===== config.mk =====
export PLATFORM = sky130hd
export DESIGN_NAME = serial_flash_init_seq
export DESIGN_NICKNAME = d
export VERILOG_FILES = /design/src/serial_flash_pkg.sv /design/src/ucode_mem.sv /design/src/serial_flash_init_seq.sv
export SDC_FILE = /design/constraint.sdc
export NUM_CORES = 1
export LEC_CHECK = 0
export BUFFER_PORTS_ARGS = -buffer_cell sky130_fd_sc_hd__buf_2
export CAP_MARGIN = 20
export CORE_MARGIN = 5
export CORE_UTILIZATION = 64
export CTS_BUF_LIST = sky130_fd_sc_hd__clkbuf_4
export DETAILED_ROUTE_END_ITERATION = 8
export GPL_ROUTABILITY_DRIVEN = 0
export GPL_TIMING_DRIVEN = 1
export HOLD_SLACK_MARGIN = 0.12
export PLACE_DENSITY = 0.84
export SYNTH_ARGS = -nofsm -noshare
export SYNTH_HDL_FRONTEND = slang
export SYNTH_SLANG_ARGS = --single-unit

===== constraint.sdc =====
create_clock -name clk -period 3.9 [get_ports clk]
set_input_delay 0 -clock clk [delete_from_list [all_inputs] [get_ports clk]]
set_output_delay 0 -clock clk [all_outputs]
set_load 0.03 [all_outputs]

===== src/serial_flash_pkg.sv =====
// Purpose: Shared constants and types for the serial flash pin and
//          initialization sequencer.
// Assumes: System clock of 50 MHz.
// Notes:   Record header layout matches byte 0 of a command record.
package serial_flash_pkg;

  // Clock and serial clock timing.
  localparam int CLK_NS = 20;
  localparam int SCK_HALF_NS = 40;
  localparam int SCK_HALF_CYC = (SCK_HALF_NS + CLK_NS - 1) / CLK_NS;
  localparam logic [2:0] SCK_HALF_LAST = 3'(SCK_HALF_CYC - 1);

  // Pad turnaround: at least one and a half serial clock periods.
  localparam int TURN_TENTHS = 15;
  localparam int TURN_NS = (TURN_TENTHS * 2 * SCK_HALF_NS + 9) / 10;
  localparam int TURN_CYC = (TURN_NS + CLK_NS - 1) / CLK_NS;
  localparam logic [2:0] TURN_LAST = 3'(TURN_CYC - 1);

  // Microcode memory geometry.
  localparam int UC_WORDS = 16;
  localparam int UC_AW = 4;
  localparam int UC_DW = 32;
  localparam int PTR_W = 6;
  localparam logic [PTR_W-1:0] LAST_BYTE = 6'h3f;

  // Position of a byte inside a record.
  localparam logic [1:0] REL_HEAD = 2'h0;
  localparam logic [1:0] REL_WAIT_LO = 2'h1;
  localparam logic [1:0] REL_WAIT_HI = 2'h2;

  // Last beat index per byte for each bus width.
  localparam logic [2:0] LAST_BEAT_SINGLE = 3'h7;
  localparam logic [2:0] LAST_BEAT_DUAL = 3'h3;
  localparam logic [2:0] LAST_BEAT_QUAD = 3'h1;

  localparam logic [3:0] LINES_IDLE = 4'hf;
  localparam logic [3:0] OE_ALL = 4'hf;

  typedef enum logic [1:0] {
    WIDTH_SINGLE = 2'h0,
    WIDTH_DUAL = 2'h1,
    WIDTH_QUAD = 2'h2,
    WIDTH_RSVD = 2'h3
  } bus_width_t;

  typedef struct packed {
    logic [4:0] payloadByteCount;
    bus_width_t transmitBusWidth;
    logic valid;
  } record_head_t;

  localparam record_head_t HEAD_RESET = '{5'h00, WIDTH_SINGLE, 1'b0};

  typedef struct packed {
    logic sck;
    logic csN;
    logic [3:0] dataOut;
    logic [3:0] dataOe;
  } flash_pins_t;

  localparam flash_pins_t PINS_IDLE = '{1'b0, 1'b1, LINES_IDLE, OE_ALL};

  typedef struct packed {
    logic en;
    logic [UC_AW-1:0] addr;
    logic [UC_DW-1:0] data;
  } ucode_write_t;

  typedef enum logic [2:0] {
    S_IDLE = 3'h0,
    S_HDR = 3'h1,
    S_PAY = 3'h3,
    S_DRAIN = 3'h2,
    S_WAIT = 3'h6,
    S_DONE = 3'h7
  } seq_state_t;

endpackage


===== src/ucode_mem.sv =====
// Purpose: Sixteen-word microcode store for the initialization records.
// Assumes: Contents sit in a retained supply domain, so no reset.
// Notes:   Read data come out of a register one cycle after the address.
`timescale 1ns/1ps
module ucode_mem (
  input wire logic clk,
  input serial_flash_pkg::ucode_write_t wr,
  input wire logic [serial_flash_pkg::UC_AW-1:0] rdAddr,
  output logic [serial_flash_pkg::UC_DW-1:0] rdData
);

  logic [serial_flash_pkg::UC_DW-1:0] words [serial_flash_pkg::UC_WORDS];

  always_ff @(posedge clk) begin
    if (wr.en) begin
      words[wr.addr] <= wr.data;
    end
  end

  always_ff @(posedge clk) begin
    rdData <= words[rdAddr];
  end

endmodule


===== src/serial_flash_init_seq.sv =====
// Purpose: Serial flash pin interface and hardware initialization sequencer.
// Assumes: 50 MHz clk; rcOscSixteenMeg and flashDataIn are asynchronous.
// Notes:   Serial clock is clk divided down, mode 0 (idles low).
//
// How it works
// - Block drives serial clock and active-low select; master only.
// - Single: line0 out, line1 in; dual lines 0-1 two-way; quad all four; the sequencer drives all four lines in every width.
// - Lines 2 and 3 are general outputs unless quad mode.
// - Pins always driven except reading; direction changes spaced 1.5 clocks.
// - Every data line idles at one from clock enable onward.
// - Software line values and enables apply only while select is low.
// - Serial clock is clk divided by four (12.5 MHz at 50 MHz clk), mode 0 only.
// - Two slave ports: control registers and microcode memory.
// - Signals crossing clock domains are resynchronised to be seen correctly.
// - Microcode memory holds sixteen 32-bit words retained through sleep.
// - After wake-up records are decoded and sent before the processor runs.
// - Replay is coordinated with power management by request and acknowledge.
// - Byte 0 holds payload count, bus width and valid flag.
// - Width field: 0 single, 1 dual, 2 quad, 3 reserved.
// - Valid flag one means record valid, zero means not valid.
// - Bytes 1 and 2 give a wait count, low byte first.
// - The wait counts cycles of the 16 MHz RC clock.
// - Payload bytes 3 onward go out under one select assertion.
`timescale 1ns/1ps
module serial_flash_init_seq (
  input wire logic clk,
  input wire logic rst_n,
  input wire logic rcOscSixteenMeg,
  input wire logic initReq,
  output logic initAck,
  output logic seqBusy,
  input serial_flash_pkg::ucode_write_t ucWrite,
  input wire logic manualCs,
  input wire logic [3:0] lineOutValue,
  input wire logic [3:0] lineOutEnable,
  input wire logic [3:0] flashDataIn,
  output serial_flash_pkg::flash_pins_t flashPins,
  output logic [3:0] lineSample
);

  serial_flash_pkg::seq_state_t state;
  serial_flash_pkg::record_head_t head;
  serial_flash_pkg::record_head_t curHead;
  serial_flash_pkg::flash_pins_t next_pins;
  logic [serial_flash_pkg::PTR_W-1:0] bytePtr;
  logic [serial_flash_pkg::UC_DW-1:0] rdData;
  logic [7:0] curByte;
  logic phase;
  logic [1:0] relIdx;
  logic [15:0] waitCnt;
  logic [4:0] remain;
  logic endHit;
  logic csActive;
  logic [3:0] dinMeta;
  logic [3:0] dinSync;
  logic rcMeta;
  logic rcSync;
  logic rcPrev;
  logic rcEdge;
  logic [2:0] divCnt;
  logic halfTick;
  logic [7:0] fifoMem [2];
  logic wrSel;
  logic rdSel;
  logic [1:0] fifoCount;
  logic fifoInReady;
  logic fifoOutValid;
  logic fifoPush;
  logic fifoPop;
  logic sck;
  logic shActive;
  logic [7:0] shReg;
  logic [2:0] beatCnt;
  logic manualMode;
  logic [3:0] wantOe;
  logic [3:0] oeApplied;
  logic [2:0] turnCnt;
  logic [4:0] sentCount;

  function automatic logic [2:0] lastBeat(
    input serial_flash_pkg::bus_width_t w
  );
    unique case (w)
      serial_flash_pkg::WIDTH_DUAL: lastBeat = serial_flash_pkg::LAST_BEAT_DUAL;
      serial_flash_pkg::WIDTH_QUAD: lastBeat = serial_flash_pkg::LAST_BEAT_QUAD;
      serial_flash_pkg::WIDTH_SINGLE,
      serial_flash_pkg::WIDTH_RSVD: lastBeat = serial_flash_pkg::LAST_BEAT_SINGLE;
    endcase
  endfunction

  function automatic logic [7:0] shiftBeat(
    input logic [7:0] v,
    input serial_flash_pkg::bus_width_t w
  );
    unique case (w)
      serial_flash_pkg::WIDTH_DUAL: shiftBeat = {v[5:0], 2'h0};
      serial_flash_pkg::WIDTH_QUAD: shiftBeat = {v[3:0], 4'h0};
      serial_flash_pkg::WIDTH_SINGLE,
      serial_flash_pkg::WIDTH_RSVD: shiftBeat = {v[6:0], 1'h0};
    endcase
  endfunction

  // Unused lines stay at one; dual and quad put the high bit on the top line.
  function automatic logic [3:0] lineWord(
    input logic [7:0] v,
    input serial_flash_pkg::bus_width_t w
  );
    lineWord = serial_flash_pkg::LINES_IDLE;
    unique case (w)
      serial_flash_pkg::WIDTH_DUAL: lineWord[1:0] = v[7:6];
      serial_flash_pkg::WIDTH_QUAD: lineWord = v[7:4];
      serial_flash_pkg::WIDTH_SINGLE,
      serial_flash_pkg::WIDTH_RSVD: lineWord[0] = v[7];
    endcase
  endfunction

  ucode_mem uMem (
    .clk(clk),
    .wr(ucWrite),
    .rdAddr(bytePtr[serial_flash_pkg::PTR_W-1:2]),
    .rdData(rdData)
  );

  // Records are packed byte by byte, least significant byte first.
  assign curByte = 8'(rdData >> {bytePtr[1:0], 3'h0});
  assign curHead = serial_flash_pkg::record_head_t'(curByte);

  // Pin inputs pass two flip-flops before any logic reads them.
  always_ff @(posedge clk) begin
    if (!rst_n) begin
      dinMeta <= serial_flash_pkg::LINES_IDLE;
      dinSync <= serial_flash_pkg::LINES_IDLE;
      lineSample <= serial_flash_pkg::LINES_IDLE;
      rcMeta <= 1'b0;
      rcSync <= 1'b0;
      rcPrev <= 1'b0;
    end else begin
      dinMeta <= flashDataIn;
      dinSync <= dinMeta;
      lineSample <= dinSync;
      rcMeta <= rcOscSixteenMeg;
      rcSync <= rcMeta;
      rcPrev <= rcSync;
    end
  end

  assign rcEdge = rcSync & ~rcPrev;

  // Serial clock divider: one half period per halfTick.
  always_ff @(posedge clk) begin
    if (!rst_n) begin
      divCnt <= 3'h0;
    end else if (halfTick) begin
      divCnt <= 3'h0;
    end else begin
      divCnt <= divCnt + 3'h1;
    end
  end

  assign halfTick = divCnt == serial_flash_pkg::SCK_HALF_LAST;

  assign fifoInReady = fifoCount != 2'h2;
  assign fifoOutValid = fifoCount != 2'h0;
  assign fifoPush = state == serial_flash_pkg::S_PAY && phase && !endHit &&
    fifoInReady;

  // Record sequencer.
  always_ff @(posedge clk) begin
    if (!rst_n) begin
      state <= serial_flash_pkg::S_IDLE;
      bytePtr <= '0;
      phase <= 1'b0;
      relIdx <= serial_flash_pkg::REL_HEAD;
      head <= serial_flash_pkg::HEAD_RESET;
      waitCnt <= 16'h0000;
      remain <= 5'h00;
      endHit <= 1'b0;
      csActive <= 1'b0;
    end else begin
      unique case (state)
        serial_flash_pkg::S_IDLE: begin
          if (initReq) begin
            state <= serial_flash_pkg::S_HDR;
            bytePtr <= '0;
            phase <= 1'b0;
            relIdx <= serial_flash_pkg::REL_HEAD;
            endHit <= 1'b0;
          end
        end
        serial_flash_pkg::S_HDR: begin
          if (endHit) begin
            state <= serial_flash_pkg::S_DONE;
          end else if (!phase) begin
            phase <= 1'b1;
          end else begin
            phase <= 1'b0;
            bytePtr <= bytePtr + 6'h01;
            endHit <= bytePtr == serial_flash_pkg::LAST_BYTE;
            if (relIdx == serial_flash_pkg::REL_HEAD) begin
              head <= curHead;
              relIdx <= serial_flash_pkg::REL_WAIT_LO;
              if (!curHead.valid) begin
                state <= serial_flash_pkg::S_DONE;
              end
            end else if (relIdx == serial_flash_pkg::REL_WAIT_LO) begin
              waitCnt[7:0] <= curByte;
              relIdx <= serial_flash_pkg::REL_WAIT_HI;
            end else begin
              waitCnt[15:8] <= curByte;
              relIdx <= serial_flash_pkg::REL_HEAD;
              remain <= head.payloadByteCount;
              if (head.payloadByteCount == 5'h00) begin
                state <= serial_flash_pkg::S_WAIT;
              end else begin
                state <= serial_flash_pkg::S_PAY;
                csActive <= 1'b1;
              end
            end
          end
        end
        serial_flash_pkg::S_PAY: begin
          if (endHit) begin
            state <= serial_flash_pkg::S_DRAIN;
          end else if (!phase) begin
            phase <= 1'b1;
          end else if (fifoInReady) begin
            phase <= 1'b0;
            bytePtr <= bytePtr + 6'h01;
            endHit <= bytePtr == serial_flash_pkg::LAST_BYTE;
            remain <= remain - 5'h01;
            if (remain == 5'h01) begin
              state <= serial_flash_pkg::S_DRAIN;
            end
          end
        end
        serial_flash_pkg::S_DRAIN: begin
          if (!fifoOutValid && !shActive) begin
            csActive <= 1'b0;
            state <= serial_flash_pkg::S_WAIT;
          end
        end
        serial_flash_pkg::S_WAIT: begin
          if (waitCnt == 16'h0000) begin
            state <= endHit ? serial_flash_pkg::S_DONE :
              serial_flash_pkg::S_HDR;
          end else if (rcEdge) begin
            waitCnt <= waitCnt - 16'h0001;
          end
        end
        serial_flash_pkg::S_DONE: begin
          if (!initReq) begin
            state <= serial_flash_pkg::S_IDLE;
          end
        end
        default: begin
          state <= serial_flash_pkg::S_IDLE;
        end
      endcase
    end
  end

  // Two-entry byte buffer between the memory reader and the shifter.
  always_ff @(posedge clk) begin
    if (fifoPush) begin
      fifoMem[wrSel] <= curByte;
    end
  end

  always_ff @(posedge clk) begin
    if (!rst_n) begin
      wrSel <= 1'b0;
      rdSel <= 1'b0;
      fifoCount <= 2'h0;
    end else begin
      if (fifoPush) begin
        wrSel <= ~wrSel;
      end
      if (fifoPop) begin
        rdSel <= ~rdSel;
      end
      fifoCount <= fifoCount + 2'(fifoPush) - 2'(fifoPop);
    end
  end

  assign fifoPop = halfTick && csActive && fifoOutValid &&
    (!shActive || (sck && beatCnt == 3'h0));

  // Mode 0 shifter: data change on the falling edge, flash samples on rise.
  always_ff @(posedge clk) begin
    if (!rst_n) begin
      sck <= 1'b0;
      shActive <= 1'b0;
      shReg <= 8'hff;
      beatCnt <= 3'h0;
    end else if (halfTick) begin
      if (!shActive) begin
        if (fifoPop) begin
          shReg <= fifoMem[rdSel];
          beatCnt <= lastBeat(head.transmitBusWidth);
          shActive <= 1'b1;
        end
      end else if (!sck) begin
        sck <= 1'b1;
      end else begin
        sck <= 1'b0;
        if (beatCnt != 3'h0) begin
          shReg <= shiftBeat(shReg, head.transmitBusWidth);
          beatCnt <= beatCnt - 3'h1;
        end else if (fifoPop) begin
          shReg <= fifoMem[rdSel];
          beatCnt <= lastBeat(head.transmitBusWidth);
        end else begin
          shActive <= 1'b0;
        end
      end
    end
  end

  assign manualMode = manualCs && state == serial_flash_pkg::S_IDLE;
  assign wantOe = manualMode ? lineOutEnable : serial_flash_pkg::OE_ALL;

  // Pad direction changes are held apart by the turnaround time.
  always_ff @(posedge clk) begin
    if (!rst_n) begin
      oeApplied <= serial_flash_pkg::OE_ALL;
      turnCnt <= 3'h0;
    end else if (turnCnt != 3'h0) begin
      turnCnt <= turnCnt - 3'h1;
    end else if (wantOe != oeApplied) begin
      oeApplied <= wantOe;
      turnCnt <= serial_flash_pkg::TURN_LAST;
    end
  end

  always_comb begin
    next_pins = serial_flash_pkg::PINS_IDLE;
    next_pins.dataOe = oeApplied;
    if (csActive) begin
      next_pins.csN = 1'b0;
      next_pins.sck = sck;
      next_pins.dataOut = lineWord(shReg, head.transmitBusWidth);
    end else if (manualMode) begin
      next_pins.csN = 1'b0;
      next_pins.dataOut = lineOutValue;
    end
  end

  always_ff @(posedge clk) begin
    if (!rst_n) begin
      flashPins <= serial_flash_pkg::PINS_IDLE;
      initAck <= 1'b0;
      seqBusy <= 1'b0;
    end else begin
      flashPins <= next_pins;
      initAck <= state == serial_flash_pkg::S_DONE && initReq;
      seqBusy <= state != serial_flash_pkg::S_IDLE &&
        state != serial_flash_pkg::S_DONE;
    end
  end

  // Bytes handed to the shifter in the current envelope, for checking.
  always_ff @(posedge clk) begin
    if (!rst_n || state == serial_flash_pkg::S_HDR) begin
      sentCount <= 5'h00;
    end else if (fifoPop) begin
      sentCount <= sentCount + 5'h01;
    end
  end
endmodule


==> results.md <==
* Syn nets at 1658
* Worst-path cell chain: or4b_4, or3_1, dlygate4sd3_1, mux2_2, dlygate4sd3_1
* Pins Over Slew Limit at 0
* Worst VDD drop at 0.000401 V
* Yosys reg bits at 657
* FF-to-FF path depth at 5
* Worst slew pin tran at 1.08 ns
* HP Class: in -> reg
* Synthesized area per cell at 16.2 um^2
* Max incr delay on CP at 0.74 ns
* R2r startpoint: state[2]$_SDFFE_PN0P_
* DRT Pass-1 Iters at 6
* Area after DPL at 0.0268 mm^2
* Min Tclk post-route at 3.12 ns
* Finished Cell Area at 0.0302 mm^2
* RSZ-0062 raised after global routing: no
* Slew headroom at 27.7%
* DIE WIDTH at 211 um
* Fin crit share at 80.0%
* Slowest stage cell, crit path: or4b_4
* Clk_lat worst skew at 0.90 ns
* Final std cells w/o fill at 2546
* Yosys Warn Count at 0
* CP top delay family: buffers and inverters
* Antenna Nets Post-Route at 0
* Final setup viols at 0
* Outcome: complete, no violations
* Post-synth cell types at 66
* CP startpoint kind: flip-flop
* Cts bufs inserted at 158
* Hold path cells at 3
* Clock skew at 0.0598 ns
* Via count at 16148
* Top_reg_cell synth: edfxtp_1
* Worst path required time at 4.64 ns
* Layout cells sized above 1 at 22.8%
* Maximum root-to-sink buffer count at 3
* P per Cell Area at 493 mW/mm^2
* Final HPWL DP at 32700 um
* F_max at 0.320 GHz
* Area leader, netlist: edfxtp_1
* CP dominant cell by count: dlygate4sd3_1
* DRC errors left at 0
* Global-route wire length before repair at 94500 um
* Die ar. at 0.0444 mm^2
* Initial core utilization at 64.7%
* H-tree Lvls at 4
* Mapped Area at 0.0258 mm^2
* Post-Place Cells at 2127
* CP Capture Type: flip-flop
* Top Ports at 70
* Final WL at 62000 um
* Final net count at 1953
* CTS tree: yes
* Reg2reg setup slack at 0.78 ns
* Core box area at 0.0398 mm^2
* Final WS setup at 0.779 ns
* Arrival @ worst endpoint at 3.86 ns
* Area grow syn2layout at 17.3%
* Register area share after synthesis at 71.5%
* Port Buffers at 69
* Top post-synthesis cells by area: edfxtp_1 (61%), dfxtp_1 (10%), mux4_2 (6.3%)
* Leak Pwr at 0.00999 uW
* Post-Route Setup TNS at 0 ns
* Finished Core Util at 75.9%
* Total Routing Usage GR at 28.1%
* Vias in the first global route at 16752
* # clock sinks at 657
* Largest net degree at the start of global routing at 67
* Hold EP: lineSample[3]$_SDFF_PN1_
* Crit path buffers/inverters at 2
* MaxCap Viol Count at 0
* DR WL/cell at 24.4 um
* Async SR Flop Fraction at 0%
* Syn Inst Count at 1591
* Crit path max fanout at 19
* Initial antenna violation count at 2
* Post-synth EDFFs at 528
* Clock transition at the registers of the reported paths at 0.06 ns
* Clk root buf: clkbuf_4
* Gr ovfl total at 0
* Resized Gates After CTS at 0
* Pre-CTS setup slack at 1.10 ns
* Cell Rows at 73
* Vias per cell at 6.34
* Reg2reg end: oeApplied[1]$_SDFFE_PN1P_
* Min-delay src: rst_n
* CP Class: reg -> reg
* Synth top area share at 61.5%
* Die height at 211 um
* DR iter-0 viols at 1710
* Final hold vios at 0
metal layers:
layer / track usage, % / up-vias / part of all wire [%]
met3: 6.83 / 179 / 9.0
met4: 12.4 / 0 / 3.6
met5: 0 / - / 0
li1: - / 7039 / -
met1: 33.4 / 7917 / 35
met2: 49.2 / 1013 / 52
what timing repair did:
action | in CTS | in global routing
hold buffers | 124 | 0
hold endpoints to repair | 921 | 0
buffers inserted | 0 | 0
through the flow:
stage	hold slack, ns	total power [uW]
after detailed placement	0.193	9050
after global placement	0.186	8990
after CTS	0.165	14900
after floorplan	0.0890	8750
after global routing	0.240	15600
final	0.239	14900
kinds of logic (layout without fill, tap and decap cells):
| group | after synthesis | after routing | share of synthesized area [%] |
|---|---|---|---|
| other | 0 | 3 | 0 |
| adders and majority gates | 13 | 13 | 0.631 |
| xor gates and xnor gates | 8 | 8 | 0.272 |
| and+or+nand+nor | 297 | 297 | 5.74 |
| muxes | 229 | 229 | 12.4 |
| DFF | 657 | 657 | 71.5 |
| buffers and inverters | 118 | 545 | 1.91 |
| AOI/OAI and AO/OA | 269 | 269 | 7.53 |
power breakdown:
part / switching (uW) / internal [uW] / total (uW) / leakage, uW
Sequential: 142 / 7770 / 7910 / 0.00583
Clock: 2730 / 3120 / 5850 / 0.00125
Combinational: 686 / 475 / 1160 / 0.00291
cell type report:
class,count,area (um^2)
timing repair buffer,226,1910
clock buffer,221,1660
inverter,27,101
clock inverter,71,488
multi-input combinational,816,6970
antenna,3,7.51
tap,525,657
fill,2160,9590
sequential,657,18400
cell usage in the layout, fill, tap and decap left out, drive strengths merged, types with 5 or more instances in the layout:
cell type / n
ha: 13
nor2: 66
clkbuf: 221
a221oi: 69
bufinv: 7
mux2: 5
a211oi: 11
or3: 8
o31ai: 5
xnor2: 6
a22oi: 35
nor2b: 8
nand3: 14
o21ai: 58
nor3: 36
nand4: 7
buf: 103
nand2b: 30
mux2i: 152
edfxtp: 528
dlygate4sd3: 123
inv: 29
nand3b: 6
o21a: 7
and3: 5
nand2: 86
a31oi: 11
and2: 10
dfxtp: 129
nor4: 5
o22ai: 7
a21oi: 32
clkinv: 60
o311ai: 5
mux4: 72
how the worst max path moves through the flow:
stage,startpoint,end,depth (start not counted)
after floorplan,ucWrite[34],uMem.words[0][0]$_DFFE_PP_,2
after global placement,state[0]$_SDFFE_PN0P_,fifoCount[1]$_SDFF_PN0_,8
after detailed placement,state[0]$_SDFFE_PN0P_,fifoCount[1]$_SDFF_PN0_,8
after CTS,state[2]$_SDFFE_PN0P_,oeApplied[0]$_SDFFE_PN1P_,5
after global routing,state[2]$_SDFFE_PN0P_,oeApplied[1]$_SDFFE_PN1P_,5
final,state[2]$_SDFFE_PN0P_,oeApplied[1]$_SDFFE_PN1P_,5
worst register-to-register path: stages, from the launching register on:
cell and delay (ns):
dfxtp_1 0.50, or4b_4 0.74, or3_1 0.35, dlygate4sd3_1 0.56, mux2_2 0.26, dlygate4sd3_1 0.56
registers in the layout, summed over array words and instances, names as in the netlist, 4 cells and up, named ones only:
register and flops:
flashPins 10, uMem.words 512, uMem.rdData 32, waitCnt 16, remain 5, oeApplied 4, bytePtr 6, lineSample 4
shReg 8, head 7, fifoMem 16, dinMeta 4, dinSync 4
synth_stat cells (7+ instances only):
| cell | count |
|---|---|
| nand3_1 | 14 |
| edfxtp_1 | 528 |
| a211oi_1 | 11 |
| a22oi_1 | 35 |
| nor2_1 | 65 |
| or3_1 | 8 |
| a21oi_1 | 32 |
| nand2_1 | 86 |
| nand2b_1 | 30 |
| clkbuf_1 | 51 |
| o21ai_0 | 55 |
| a31oi_1 | 11 |
| dfxtp_1 | 129 |
| ha_1 | 13 |
| o21a_1 | 7 |
| buf_1 | 16 |
| mux2i_1 | 152 |
| nor3_1 | 34 |
| nand4_1 | 7 |
| nor2b_1 | 8 |
| a221oi_1 | 69 |
| and2_1 | 10 |
| mux4_2 | 72 |
| inv_1 | 27 |
| buf_2 | 21 |
Note: power is estimated with default switching activity, not from simulation.
